File: src/alarm_opt_pkg.sv
// Package of offsets, field positions, reset values and timing for the alarm option block
package alarm_opt_pkg;
	localparam int CLK_HZ = 250_000_000;
	localparam int DING_MS = 500;
	localparam int TIMEOUT_UNIT_S = 120;
	localparam int DING_CYCLES = CLK_HZ / 1000 * DING_MS;
	localparam int SEC_CYCLES = CLK_HZ;
	localparam logic [11:0] OFF_CFG0 = 12'h000;
	localparam logic [11:0] OFF_CFG1 = 12'h004;
	localparam logic [11:0] OFF_STATUS = 12'h008;
	localparam logic [11:0] OFF_IRQ_STAT = 12'h00c;
	localparam logic [11:0] OFF_IRQ_EN = 12'h010;
	localparam logic [11:0] OFF_IRQ_CLR = 12'h014;
	localparam int F_AUX_ALT = 0;
	localparam int F_TRIG_LO = 1;
	localparam int F_ATT_LO = 3;
	localparam int F_DIAL_MAIN = 7;
	localparam int F_DIAL_BACK = 8;
	localparam int F_BACK_TONE = 9;
	localparam int F_RESTORE_LO = 10;
	localparam int F_B1_SECOND = 13;
	localparam int F_B2_SECOND = 14;
	localparam int F_DING_B2 = 15;
	localparam int F_DING_AUX = 16;
	localparam int F_CHIME_B2 = 17;
	localparam int F_CHIME_AUX = 18;
	localparam int F_AUXSEL_LO = 19;
	localparam int F_BURG_P1 = 22;
	localparam int F_BYP_LO = 23;
	localparam int F_TO_B2_LO = 0;
	localparam int F_TO_AUX_LO = 4;
	localparam logic [31:0] CFG0_RESET = 32'h00c8_00c0;
	localparam logic [31:0] CFG1_RESET = 32'h0000_0000;
	localparam int IRQ_W = 4;
	typedef enum logic [1:0] {
		AXS_IDLE = 2'b00,
		AXS_RESP = 2'b01
	} ax_state_e;
endpackage

File: src/alarm_output_option_control.sv
// Alarm panel option logic: pin roles, dialer setup, bells, aux relay, bypass authority
`timescale 1ns/1ps
module alarm_output_option_control import alarm_opt_pkg::*; #(
	parameter int SEC_DIV = SEC_CYCLES,
	parameter int DING_LEN = DING_CYCLES,
	parameter int MAX_ATTEMPTS = 8
) (
	input wire logic aclk,
	input wire logic aresetn,
	input wire logic [11:0] s_axi_awaddr,
	input wire logic s_axi_awvalid,
	output logic s_axi_awready,
	input wire logic [31:0] s_axi_wdata,
	input wire logic [3:0] s_axi_wstrb,
	input wire logic s_axi_wvalid,
	output logic s_axi_wready,
	output logic [1:0] s_axi_bresp,
	output logic s_axi_bvalid,
	input wire logic s_axi_bready,
	input wire logic [11:0] s_axi_araddr,
	input wire logic s_axi_arvalid,
	output logic s_axi_arready,
	output logic [31:0] s_axi_rdata,
	output logic [1:0] s_axi_rresp,
	output logic s_axi_rvalid,
	input wire logic s_axi_rready,
	input wire logic fire_alarm,
	input wire logic audible_alarm,
	input wire logic code_off,
	input wire logic keypad_aux_silence,
	input wire logic trouble_supv,
	input wire logic smoke_reset,
	input wire logic battery_save,
	input wire logic exit_delay_end,
	input wire logic closing_report,
	input wire logic kissoff,
	input wire logic chime_event,
	input wire logic [1:0] arm_partition,
	input wire logic arm_req,
	input wire logic [6:0] bypass_zone_type,
	input wire logic [9:0] bypass_zone_num,
	input wire logic [1:0] bypass_partition,
	input wire logic bypass_by_installer,
	input wire logic bypass_by_master,
	output logic printer_pins_en,
	output logic long_range_radio_outputs_full,
	output logic long_range_radio_outputs_limited,
	output logic long_range_radio_outputs_fire_only,
	output logic remote_sounder_en,
	output logic keyswitch_led_en,
	output logic led_annunciator_en,
	output logic [3:0] dial_attempts_max,
	output logic main_dialer_en,
	output logic backup_dialer_en,
	output logic backup_tone_dial,
	output logic [2:0] restore_report_en,
	output logic bell1_on,
	output logic bell2_on,
	output logic aux_relay_on,
	output logic arm_allowed,
	output logic bypass_allowed,
	output logic irq
);
	initial begin
		if (MAX_ATTEMPTS < 1 || MAX_ATTEMPTS > 8) $error("MAX_ATTEMPTS out of range");
	end

	logic [31:0] cfg0_reg;
	logic [31:0] cfg1_reg;
	logic [IRQ_W-1:0] irq_stat_reg;
	logic [IRQ_W-1:0] irq_en_reg;
	logic [11:0] awaddr_reg;
	logic [31:0] wdata_reg;
	logic [3:0] wstrb_reg;
	logic aw_have_reg;
	logic w_have_reg;
	ax_state_e rd_state_reg;
	logic fire_latch_reg;

	function automatic logic [31:0] merge(input logic [31:0] old, input logic [31:0] nw, input logic [3:0] st);
		logic [31:0] r;
		r = old;
		for (int i = 0; i < 4; i++) begin
			if (st[i]) r[i*8 +: 8] = nw[i*8 +: 8];
		end
		return r;
	endfunction

	// Address and data may come in either order; write fires when both are held
	logic wr_fire;
	assign s_axi_awready = !aw_have_reg && !s_axi_bvalid;
	assign s_axi_wready = !w_have_reg && !s_axi_bvalid;
	assign wr_fire = aw_have_reg && w_have_reg && !s_axi_bvalid;
	always_ff @(posedge aclk) begin
		if (!aresetn) begin
			aw_have_reg <= 1'b0;
			w_have_reg <= 1'b0;
			awaddr_reg <= '0;
			wdata_reg <= '0;
			wstrb_reg <= '0;
			s_axi_bvalid <= 1'b0;
			s_axi_bresp <= 2'b00;
		end else begin
			if (s_axi_awvalid && s_axi_awready) begin
				aw_have_reg <= 1'b1;
				awaddr_reg <= s_axi_awaddr;
			end
			if (s_axi_wvalid && s_axi_wready) begin
				w_have_reg <= 1'b1;
				wdata_reg <= s_axi_wdata;
				wstrb_reg <= s_axi_wstrb;
			end
			if (wr_fire) begin
				aw_have_reg <= 1'b0;
				w_have_reg <= 1'b0;
				s_axi_bvalid <= 1'b1;
				case (awaddr_reg)
					OFF_CFG0, OFF_CFG1, OFF_IRQ_EN, OFF_IRQ_CLR: s_axi_bresp <= 2'b00;
					default: s_axi_bresp <= 2'b10;
				endcase
			end else if (s_axi_bvalid && s_axi_bready) begin
				s_axi_bvalid <= 1'b0;
			end
		end
	end

	// Attempt count is clamped so a bad write cannot leave zero or above the limit
	logic [31:0] cfg0_w;
	logic [3:0] att_w;
	always_comb begin
		cfg0_w = merge(cfg0_reg, wdata_reg, wstrb_reg);
		att_w = cfg0_w[F_ATT_LO +: 4];
		if (att_w == 4'h0) att_w = 4'h1;
		if (att_w > 4'(MAX_ATTEMPTS)) att_w = 4'(MAX_ATTEMPTS);
		cfg0_w[F_ATT_LO +: 4] = att_w;
	end

	always_ff @(posedge aclk) begin
		if (!aresetn) begin
			cfg0_reg <= CFG0_RESET;
			cfg1_reg <= CFG1_RESET;
			irq_en_reg <= '0;
		end else if (wr_fire) begin
			case (awaddr_reg)
				OFF_CFG0: cfg0_reg <= cfg0_w;
				OFF_CFG1: cfg1_reg <= merge(cfg1_reg, wdata_reg, wstrb_reg);
				OFF_IRQ_EN: irq_en_reg <= IRQ_W'(merge(32'(irq_en_reg), wdata_reg, wstrb_reg));
				default: ;
			endcase
		end
	end

	// Read channel
	assign s_axi_arready = (rd_state_reg == AXS_IDLE);
	always_ff @(posedge aclk) begin
		if (!aresetn) begin
			rd_state_reg <= AXS_IDLE;
			s_axi_rvalid <= 1'b0;
			s_axi_rdata <= '0;
			s_axi_rresp <= 2'b00;
		end else begin
			case (rd_state_reg)
				AXS_IDLE: begin
					if (s_axi_arvalid) begin
						rd_state_reg <= AXS_RESP;
						s_axi_rvalid <= 1'b1;
						s_axi_rresp <= 2'b00;
						case (s_axi_araddr)
							OFF_CFG0: s_axi_rdata <= cfg0_reg;
							OFF_CFG1: s_axi_rdata <= cfg1_reg;
							OFF_STATUS: s_axi_rdata <= {26'h0, arm_allowed, bypass_allowed,
								aux_relay_on, bell2_on, bell1_on, fire_latch_reg};
							OFF_IRQ_STAT: s_axi_rdata <= 32'(irq_stat_reg);
							OFF_IRQ_EN: s_axi_rdata <= 32'(irq_en_reg);
							OFF_IRQ_CLR: s_axi_rdata <= 32'h0;
							default: begin
								s_axi_rdata <= 32'h0;
								s_axi_rresp <= 2'b10;
							end
						endcase
					end
				end
				AXS_RESP: begin
					if (s_axi_rready) begin
						rd_state_reg <= AXS_IDLE;
						s_axi_rvalid <= 1'b0;
					end
				end
				default: rd_state_reg <= AXS_IDLE;
			endcase
		end
	end

	// Static option decoding
	logic [1:0] trig_sel;
	logic [2:0] aux_sel;
	logic [1:0] byp_sel;
	assign trig_sel = cfg0_reg[F_TRIG_LO +: 2];
	assign aux_sel = cfg0_reg[F_AUXSEL_LO +: 3];
	assign byp_sel = cfg0_reg[F_BYP_LO +: 2];
	always_ff @(posedge aclk) begin
		if (!aresetn) begin
			printer_pins_en <= 1'b0;
			long_range_radio_outputs_full <= 1'b0;
			long_range_radio_outputs_limited <= 1'b0;
			long_range_radio_outputs_fire_only <= 1'b0;
			remote_sounder_en <= 1'b0;
			keyswitch_led_en <= 1'b0;
			led_annunciator_en <= 1'b0;
			dial_attempts_max <= 4'h8;
			main_dialer_en <= 1'b0;
			backup_dialer_en <= 1'b0;
			backup_tone_dial <= 1'b0;
			restore_report_en <= 3'h0;
		end else begin
			printer_pins_en <= cfg0_reg[F_AUX_ALT];
			// Printer role takes the two shared pins away from the sounder, keyswitch LED and annunciator roles; radio outputs stay
			long_range_radio_outputs_full <= trig_sel == 2'h0;
			remote_sounder_en <= !cfg0_reg[F_AUX_ALT] && trig_sel == 2'h0;
			long_range_radio_outputs_limited <= trig_sel == 2'h1;
			keyswitch_led_en <= !cfg0_reg[F_AUX_ALT] && trig_sel == 2'h1;
			long_range_radio_outputs_fire_only <= trig_sel == 2'h2;
			led_annunciator_en <= !cfg0_reg[F_AUX_ALT] && trig_sel == 2'h2;
			dial_attempts_max <= cfg0_reg[F_ATT_LO +: 4];
			main_dialer_en <= cfg0_reg[F_DIAL_MAIN];
			backup_dialer_en <= cfg0_reg[F_DIAL_BACK];
			backup_tone_dial <= cfg0_reg[F_BACK_TONE];
			restore_report_en <= cfg0_reg[F_RESTORE_LO +: 3];
		end
	end

	// Bell 1 and fire silencing
	logic [1:0] off_cnt_reg;
	logic b1_fire_reg;
	logic b2_sil_fire;
	logic b1_sil_fire;
	assign b1_sil_fire = code_off && fire_latch_reg &&
		(!cfg0_reg[F_B1_SECOND] || off_cnt_reg != 2'h0);
	assign b2_sil_fire = code_off && fire_latch_reg &&
		(!cfg0_reg[F_B2_SECOND] || off_cnt_reg != 2'h0);
	always_ff @(posedge aclk) begin
		if (!aresetn) begin
			fire_latch_reg <= 1'b0;
			off_cnt_reg <= 2'h0;
			b1_fire_reg <= 1'b0;
		end else if (fire_alarm) begin
			fire_latch_reg <= 1'b1;
			off_cnt_reg <= 2'h0;
			b1_fire_reg <= 1'b1;
		end else if (code_off && fire_latch_reg) begin
			if (b1_sil_fire) b1_fire_reg <= 1'b0;
			if (off_cnt_reg != 2'h0) fire_latch_reg <= 1'b0;
			off_cnt_reg <= 2'h1;
		end
	end
	logic b1_burg_reg;
	always_ff @(posedge aclk) begin
		if (!aresetn) b1_burg_reg <= 1'b0;
		else if (audible_alarm) b1_burg_reg <= 1'b1;
		else if (code_off) b1_burg_reg <= 1'b0;
	end
	assign bell1_on = b1_fire_reg || b1_burg_reg;

	// Arming ding waits for kissoff when closings are reported
	logic ding_pend_reg;
	logic ding_now;
	assign ding_now = (exit_delay_end && !closing_report) || (ding_pend_reg && kissoff);
	always_ff @(posedge aclk) begin
		if (!aresetn) ding_pend_reg <= 1'b0;
		else if (exit_delay_end && closing_report) ding_pend_reg <= 1'b1;
		else if (kissoff) ding_pend_reg <= 1'b0;
	end

	// Aux relay source selection
	logic aux_start;
	logic aux_sil;
	always_comb begin
		aux_start = 1'b0;
		aux_sil = 1'b0;
		case (aux_sel)
			3'h0: aux_start = trouble_supv;
			3'h1: begin
				aux_start = audible_alarm || fire_alarm;
				aux_sil = code_off;
			end
			3'h2: aux_start = smoke_reset;
			3'h3: aux_start = battery_save;
			3'h4: begin
				aux_start = audible_alarm || fire_alarm;
				aux_sil = keypad_aux_silence;
			end
			default: ;
		endcase
	end

	logic tick;
	logic b2_exp;
	logic aux_exp;
	sec_tick #(.DIV(SEC_DIV)) u_tick (.aclk(aclk), .aresetn(aresetn), .tick(tick));
	out_timer #(.DING_LEN(DING_LEN)) u_b2 (.aclk(aclk), .aresetn(aresetn), .sec_tick(tick),
		.timeout_units(cfg1_reg[F_TO_B2_LO +: 4]), .alarm_start(audible_alarm || fire_alarm),
		.silence(b2_sil_fire || (code_off && !fire_latch_reg)),
		.ding_req(ding_now && cfg0_reg[F_DING_B2]),
		.chime_req(chime_event), .chime_en(cfg0_reg[F_CHIME_B2]),
		.out_on(bell2_on), .expired(b2_exp));
	out_timer #(.DING_LEN(DING_LEN)) u_aux (.aclk(aclk), .aresetn(aresetn), .sec_tick(tick),
		.timeout_units(cfg1_reg[F_TO_AUX_LO +: 4]), .alarm_start(aux_start),
		.silence(aux_sil), .ding_req(ding_now && cfg0_reg[F_DING_AUX]),
		.chime_req(chime_event), .chime_en(cfg0_reg[F_CHIME_AUX]),
		.out_on(aux_relay_on), .expired(aux_exp));

	// Partition one burglary gate and bypass authority
	logic fire_zone;
	logic sys_zone;
	assign fire_zone = bypass_zone_type == 7'd9 || (bypass_zone_type >= 7'd16 && bypass_zone_type <= 7'd18);
	assign sys_zone = bypass_zone_num >= 10'd970 && bypass_zone_num <= 10'd977;
	always_comb begin
		arm_allowed = arm_req && (arm_partition != 2'h1 || cfg0_reg[F_BURG_P1]);
		bypass_allowed = bypass_by_installer || bypass_by_master;
		if (bypass_partition == 2'h1 && (fire_zone || sys_zone)) begin
			case (byp_sel)
				2'h0: bypass_allowed = 1'b0;
				2'h1: bypass_allowed = bypass_by_installer;
				2'h2: bypass_allowed = bypass_by_installer || bypass_by_master;
				default: bypass_allowed = 1'b0;
			endcase
		end
	end

	// Events: fire alarm, bell 2 expiry, aux expiry, refused bypass; set beats clear
	logic [IRQ_W-1:0] ev;
	logic [IRQ_W-1:0] clr;
	assign ev = {(bypass_by_installer || bypass_by_master) && !bypass_allowed, aux_exp, b2_exp, fire_alarm};
	assign clr = (wr_fire && awaddr_reg == OFF_IRQ_CLR && wstrb_reg[0]) ? wdata_reg[IRQ_W-1:0] : '0;
	always_ff @(posedge aclk) begin
		if (!aresetn) irq_stat_reg <= '0;
		else irq_stat_reg <= (irq_stat_reg & ~clr) | ev;
	end
	assign irq = |(irq_stat_reg & irq_en_reg);
endmodule

File: src/sec_tick.sv
// Divider that gives a one-cycle pulse every second
`timescale 1ns/1ps
module sec_tick import alarm_opt_pkg::*; #(
	parameter int DIV = SEC_CYCLES
) (
	input wire logic aclk,
	input wire logic aresetn,
	output logic tick
);
	initial begin
		if (DIV < 2) $error("DIV too small");
	end
	logic [31:0] cnt_reg;
	always_ff @(posedge aclk) begin
		if (!aresetn) begin
			cnt_reg <= '0;
			tick <= 1'b0;
		end else begin
			tick <= (cnt_reg == 32'(DIV - 1));
			cnt_reg <= (cnt_reg == 32'(DIV - 1)) ? '0 : cnt_reg + 32'h1;
		end
	end
endmodule

File: src/out_timer.sv
// Timed output: alarm duration in two-minute units, ding pulse, chime, silence
`timescale 1ns/1ps
module out_timer import alarm_opt_pkg::*; #(
	parameter int DING_LEN = DING_CYCLES
) (
	input wire logic aclk,
	input wire logic aresetn,
	input wire logic sec_tick,
	input wire logic [3:0] timeout_units,
	input wire logic alarm_start,
	input wire logic silence,
	input wire logic ding_req,
	input wire logic chime_req,
	input wire logic chime_en,
	output logic out_on,
	output logic expired
);
	initial begin
		if (DING_LEN < 1) $error("DING_LEN too small");
	end
	logic alarm_reg;
	logic [11:0] secs_reg;
	logic [31:0] ding_reg;
	logic [11:0] limit;
	assign limit = 12'(timeout_units) * 12'(TIMEOUT_UNIT_S);
	// Zero units means no limit, output stays until silenced
	always_ff @(posedge aclk) begin
		if (!aresetn) begin
			alarm_reg <= 1'b0;
			secs_reg <= '0;
			expired <= 1'b0;
		end else begin
			expired <= 1'b0;
			if (alarm_start) begin
				alarm_reg <= 1'b1;
				secs_reg <= '0;
			end else if (silence) begin
				alarm_reg <= 1'b0;
			end else if (alarm_reg && sec_tick) begin
				if (limit != 12'h000 && secs_reg + 12'h1 >= limit) begin
					alarm_reg <= 1'b0;
					expired <= 1'b1;
				end
				secs_reg <= secs_reg + 12'h1;
			end
		end
	end
	always_ff @(posedge aclk) begin
		if (!aresetn) begin
			ding_reg <= '0;
		end else if (ding_req || (chime_req && chime_en)) begin
			ding_reg <= 32'(DING_LEN);
		end else if (ding_reg != '0) begin
			ding_reg <= ding_reg - 32'h1;
		end
	end
	assign out_on = alarm_reg || (ding_reg != '0);
endmodule

File: config.mk
export PLATFORM = sky130hd
export DESIGN_NAME = alarm_output_option_control
export DESIGN_NICKNAME = d
export VERILOG_FILES = /design/src/alarm_opt_pkg.sv /design/src/alarm_output_option_control.sv /design/src/sec_tick.sv /design/src/out_timer.sv
export SDC_FILE = /design/constraint.sdc
export NUM_CORES = 1
export LEC_CHECK = 0
export BUFFER_PORTS_ARGS = -buffer_cell sky130_fd_sc_hd__buf_4
export CELL_PAD_IN_SITES_DETAIL_PLACEMENT = 0
export CELL_PAD_IN_SITES_GLOBAL_PLACEMENT = 1
export CORE_MARGIN = 3
export CORE_UTILIZATION = 40
export DETAILED_ROUTE_END_ITERATION = 16
export PLACE_DENSITY_LB_ADDON = 0.2
export SLEW_MARGIN = 20
export SYNTH_ARGS = -nofsm -noshare
export SYNTH_HDL_FRONTEND = slang
export SYNTH_SLANG_ARGS = --single-unit
export TNS_END_PERCENT = 100
File: constraint.sdc
create_clock -name aclk -period 4 [get_ports aclk]
set_input_delay 0.8 -clock aclk [delete_from_list [all_inputs] [get_ports aclk]]
set_output_delay 0.8 -clock aclk [all_outputs]
set_load 0.05 [all_outputs]
==> flow_results.org <==
** Outcome
- The run finished with clean final reports.

** Synth
- Total number of yosys warnings :: 0
- Count of cell types in the netlist :: 83
- Dividing the synthesized area by the synthesized cell count gives approximately 8.7 sq um.
- In this run, synthesis inferred 0 flip-flops with an integrated enable.
- For this run, asynchronously set or reset flops after synthesis account for 0%.
- For this run, the leading register cell type out of synthesis is dfxtp_1.
- Synthesis handed over a netlist of 1673 instances.
- Number of flip-flops and latches in the synthesized netlist :: approximately 310
- Netlist area before placement :: around 15000 sq um
- Sequential-to-total area share from yosys stat :: 42.0%

** Place
- IO buf count :: between 150 and 200
- Weighted congestion reported at the end of routability-driven placement :: between 0.8 and 0.9
- Prior to clock tree synthesis, the placed netlist has a worst setup slack of -0.0371 ns.
- HPWL after DPL :: 28400 microns

** Clock tree
- CTS sink count :: roughly 310
- Latest clock arrival within the worst-skew pair :: roughly 0.52 ns
- Counting along the longest clock path gives a buffer depth of 3.
- H-tree depth :: 2
- The root buffer cell chosen for the clock tree is clkbuf_16.
- After clock tree synthesis, the clock-pin slew on the worst setup and hold paths is about 0.060 ns.
- The number of clock buffers added by TritonCTS is 36.
- TritonCTS built the clock tree.
- Count of hold buffers inserted by post-cts repair :: 0

** Detailed routing
- Before antenna repair, the detailed router went through 5 iterations.
- Final routed wire length divided by cell count :: roughly 17 microns
- Final ANT Viol Nets :: 0
- In the routed layout, each cell is associated on average with a via count of 5.39.
- Vias after detailed routing :: 12.5k
- In the routed design, unresolved DRC markers number 0.
- The routed design has roughly 40000 microns of wire.
- Number of design-rule violations left by the first detailed-router iteration :: 650

** Timing
- Setup slack of the critical path after layout :: between 0.15 and 0.2 ns
- The number of max-slew violations in the final report is 0.
- Setup violations remaining at the end of the flow were counted as 0.
- Fin crit share :: ~95%
- Time the final worst path needs with I/O delays and setup :: 3.82 ns
- In this run the tightest slew margin relative to its limit is between 20% and 30%.
- Setup TNS after final layout :: 0 ns
- Setup repair after global routing could not meet its margin everywhere.
- Count of endpoints failing hold in the final timing report :: 0
- Static timing analysis puts the maximum clock frequency at 262 MHz.
- Setup Skew :: between 0.01 and 0.015 ns
- Across all hold checks on the routed design, the worst slack comes to about 0.44 ns.
- For the pin with the worst max-slew slack, the measured transition is roughly 1.1 ns.

** Finish
- The repair_antennas step left the layout with diodes totalling 0.
- Leaving out fill and tap cells, the most frequent cell in the layout is dfxtp_1.
- The area growth from synthesis to layout is 20.1%.
- Net count of the finished layout :: 1985
- Cells with a size suffix above 1 make up between 15 and 20% of the layout.
- In the layout the commonest cells are dfxtp_1 (301), buf_4 (198), nand2_1 (187), nor2_1 (181), a21oi_1 (123).

** Worst setup path
- Type of origin of the critical path :: register
- Reg2reg setup slack :: ~0.18 ns
- Endpoint of the worst-slack reg-to-reg timing path :: u_b2.expired
- Crit-path slowest cell :: fa_1
- Delay of the slowest critical-path stage :: around 0.59 ns
- Startpoint of the worst-slack reg-to-reg timing path :: cfg1_reg[0]
- Crit Path Class :: reg -> reg
- The worst register-to-register path has a depth of 13.
- Along the worst path, the maximum fanout reaches 2.
- Tracing the worst setup path back leads to its startpoint at cfg1_reg[0].
- Critical Path Sink :: u_b2.expired
- Data on the critical path is required at its endpoint by 4.40 ns.
- Data on the critical path arrives at its endpoint at 4.22 ns.
- The signal on the critical path passes through fa_1, fa_1, ha_1, a211oi_1, buf_4, nor2_1, xor2_1, inv_1, ha_1, o211ai_1, a21oi_1, or4_4, and4b_1.
- STA classifies the critical path endpoint as a register.

** Floorplan
- Core box area :: between 30000 and 40000 sq um
- Number of placed I/O pins :: ~170
- The floorplan step defined a die boundary enclosing 38700 sq um.
- In this run the vertical extent of the chip is between 150 and 200 microns.
- In this run the horizontal extent of the chip is 197 microns.
- Row count :: 69
- The initial utilization of the core area, before any placement, comes to 40.7%.

** Power and ir drop
- The worst-case IR drop observed on VDD is just under 0.8 mV.
- Standby leakage power :: 7.07 nW
- Power density over the cells :: about 570 nW/um^2
- The design draws 9.98 mW.

** Min path
- Hold wc startpoint :: u_b2.expired
- The min-delay analysis places its worst path in the category reg -> reg.

** GRT
- The number of antenna violations at the first check in global routing is 0.
- The first global-routing pass estimated 63200 microns of wire.
- Entering global routing, the biggest net connects 43 pins.
- The number of global-route vias before repair was between 10k and 15k.
- The total overflow left after global routing is 0.
- Tot GR Track Use :: roughly a fifth

** Flow run
- Across the run, the number of max-cap violations was 0.
## report_power, final
group / switching (mW) / total [mW] / internal (mW)
clock: 1.26 / 3.13 / 1.88
combinational: 1.96 / 3.16 / 1.20
sequential: 0.316 / 3.68 / 3.36
total: 3.53 / 9.98 / 6.44
## through the flow
stage	std cells	instance area [sq um]	util (%)
after detailed placement	2246	16300	45.5
after CTS	2311	17400	48.7
after floorplan	1674	14500	-
after global placement	2246	16300	45.5
final	2312	17500	48.9
after global routing	2312	17500	48.9
## synthesized netlist by cell type, types with 36 or more instances
| cell | instances | area, sq um |
|---|---|---|
| dfxtp_1 | 305 | 6110 |
| nand2_1 | 187 | 702 |
| nor2_1 | 182 | 683 |
| a21oi_1 | 123 | 616 |
| clkbuf_1 | 71 | 267 |
| mux2i_1 | 71 | 711 |
| o21ai_0 | 70 | 350 |
| xor2_1 | 60 | 526 |
| inv_1 | 56 | 210 |
| ha_1 | 49 | 613 |
| nand4_1 | 37 | 231 |
| nor3_1 | 36 | 180 |
## layer usage
metal  vias to the layer above  track usage [%]  routed length [microns]
li1                       6263                -                        -
met4                         0             5.60                     1050
met2                       251             33.1                    18500
met5                         -                0                        0
met3                        60             2.96                     1740
met1                      5883             27.0                    18900
## worst max-delay path, delay by kind of cell, from the launching register on
family | cells | cell delay [ns]
AO/OA/AOI/OAI | 3 | 0.49
XOR/XNOR | 1 | 0.19
adder cells (fa/ha/maj) | 4 | 1.66
buffers and inverters | 2 | 0.25
flip-flops | 1 | 0.33
AND/OR/NAND/NOR | 3 | 0.79
## layout make-up
type	instances	area (sq um)
clock buffers	59	1100
clock inverters	6	40.0
fillers	3528	18300
inverters	56	213
multi-input cells	1227	7940
flip-flops and latches	305	6110
well taps	461	577
repair buffers	198	1490
## cells by family (layout without fill, tap and decap cells)
| family | Yosys count | count (layout) | synth area share, % |
|---|---|---|---|
| xor gates and xnor gates | 81 | 81 | 4.88 |
| AOI/OAI and AO/OA | 340 | 340 | 14.6 |
| buffers and inverters | 142 | 319 | 4.00 |
| adders and majority gates | 59 | 59 | 5.59 |
| other | 1 | 2 | 0.0258 |
| DFF | 305 | 305 | 42.0 |
| muxes | 76 | 76 | 5.35 |
| and+or+nand+nor | 669 | 669 | 23.6 |
## timing repair
action	in CTS	in global routing
resized for setup	3	10
pin swaps	1	3
buffers inserted	0	1
endpoints found under the setup margin	2	4
endpoints found under the hold margin	0	0
gates cloned	0	0
## how the worst min path moves through the flow
stage | end | cells past startpoint
after floorplan | u_tick.cnt_reg[0] | 1
after global placement | irq_stat_reg[1] | 1
after detailed placement | irq_stat_reg[1] | 1
after CTS | irq_stat_reg[1] | 1
after global routing | irq_stat_reg[1] | 1
final | irq_stat_reg[1] | 1
No activity file was read; power rests on OpenSTA's default activity.
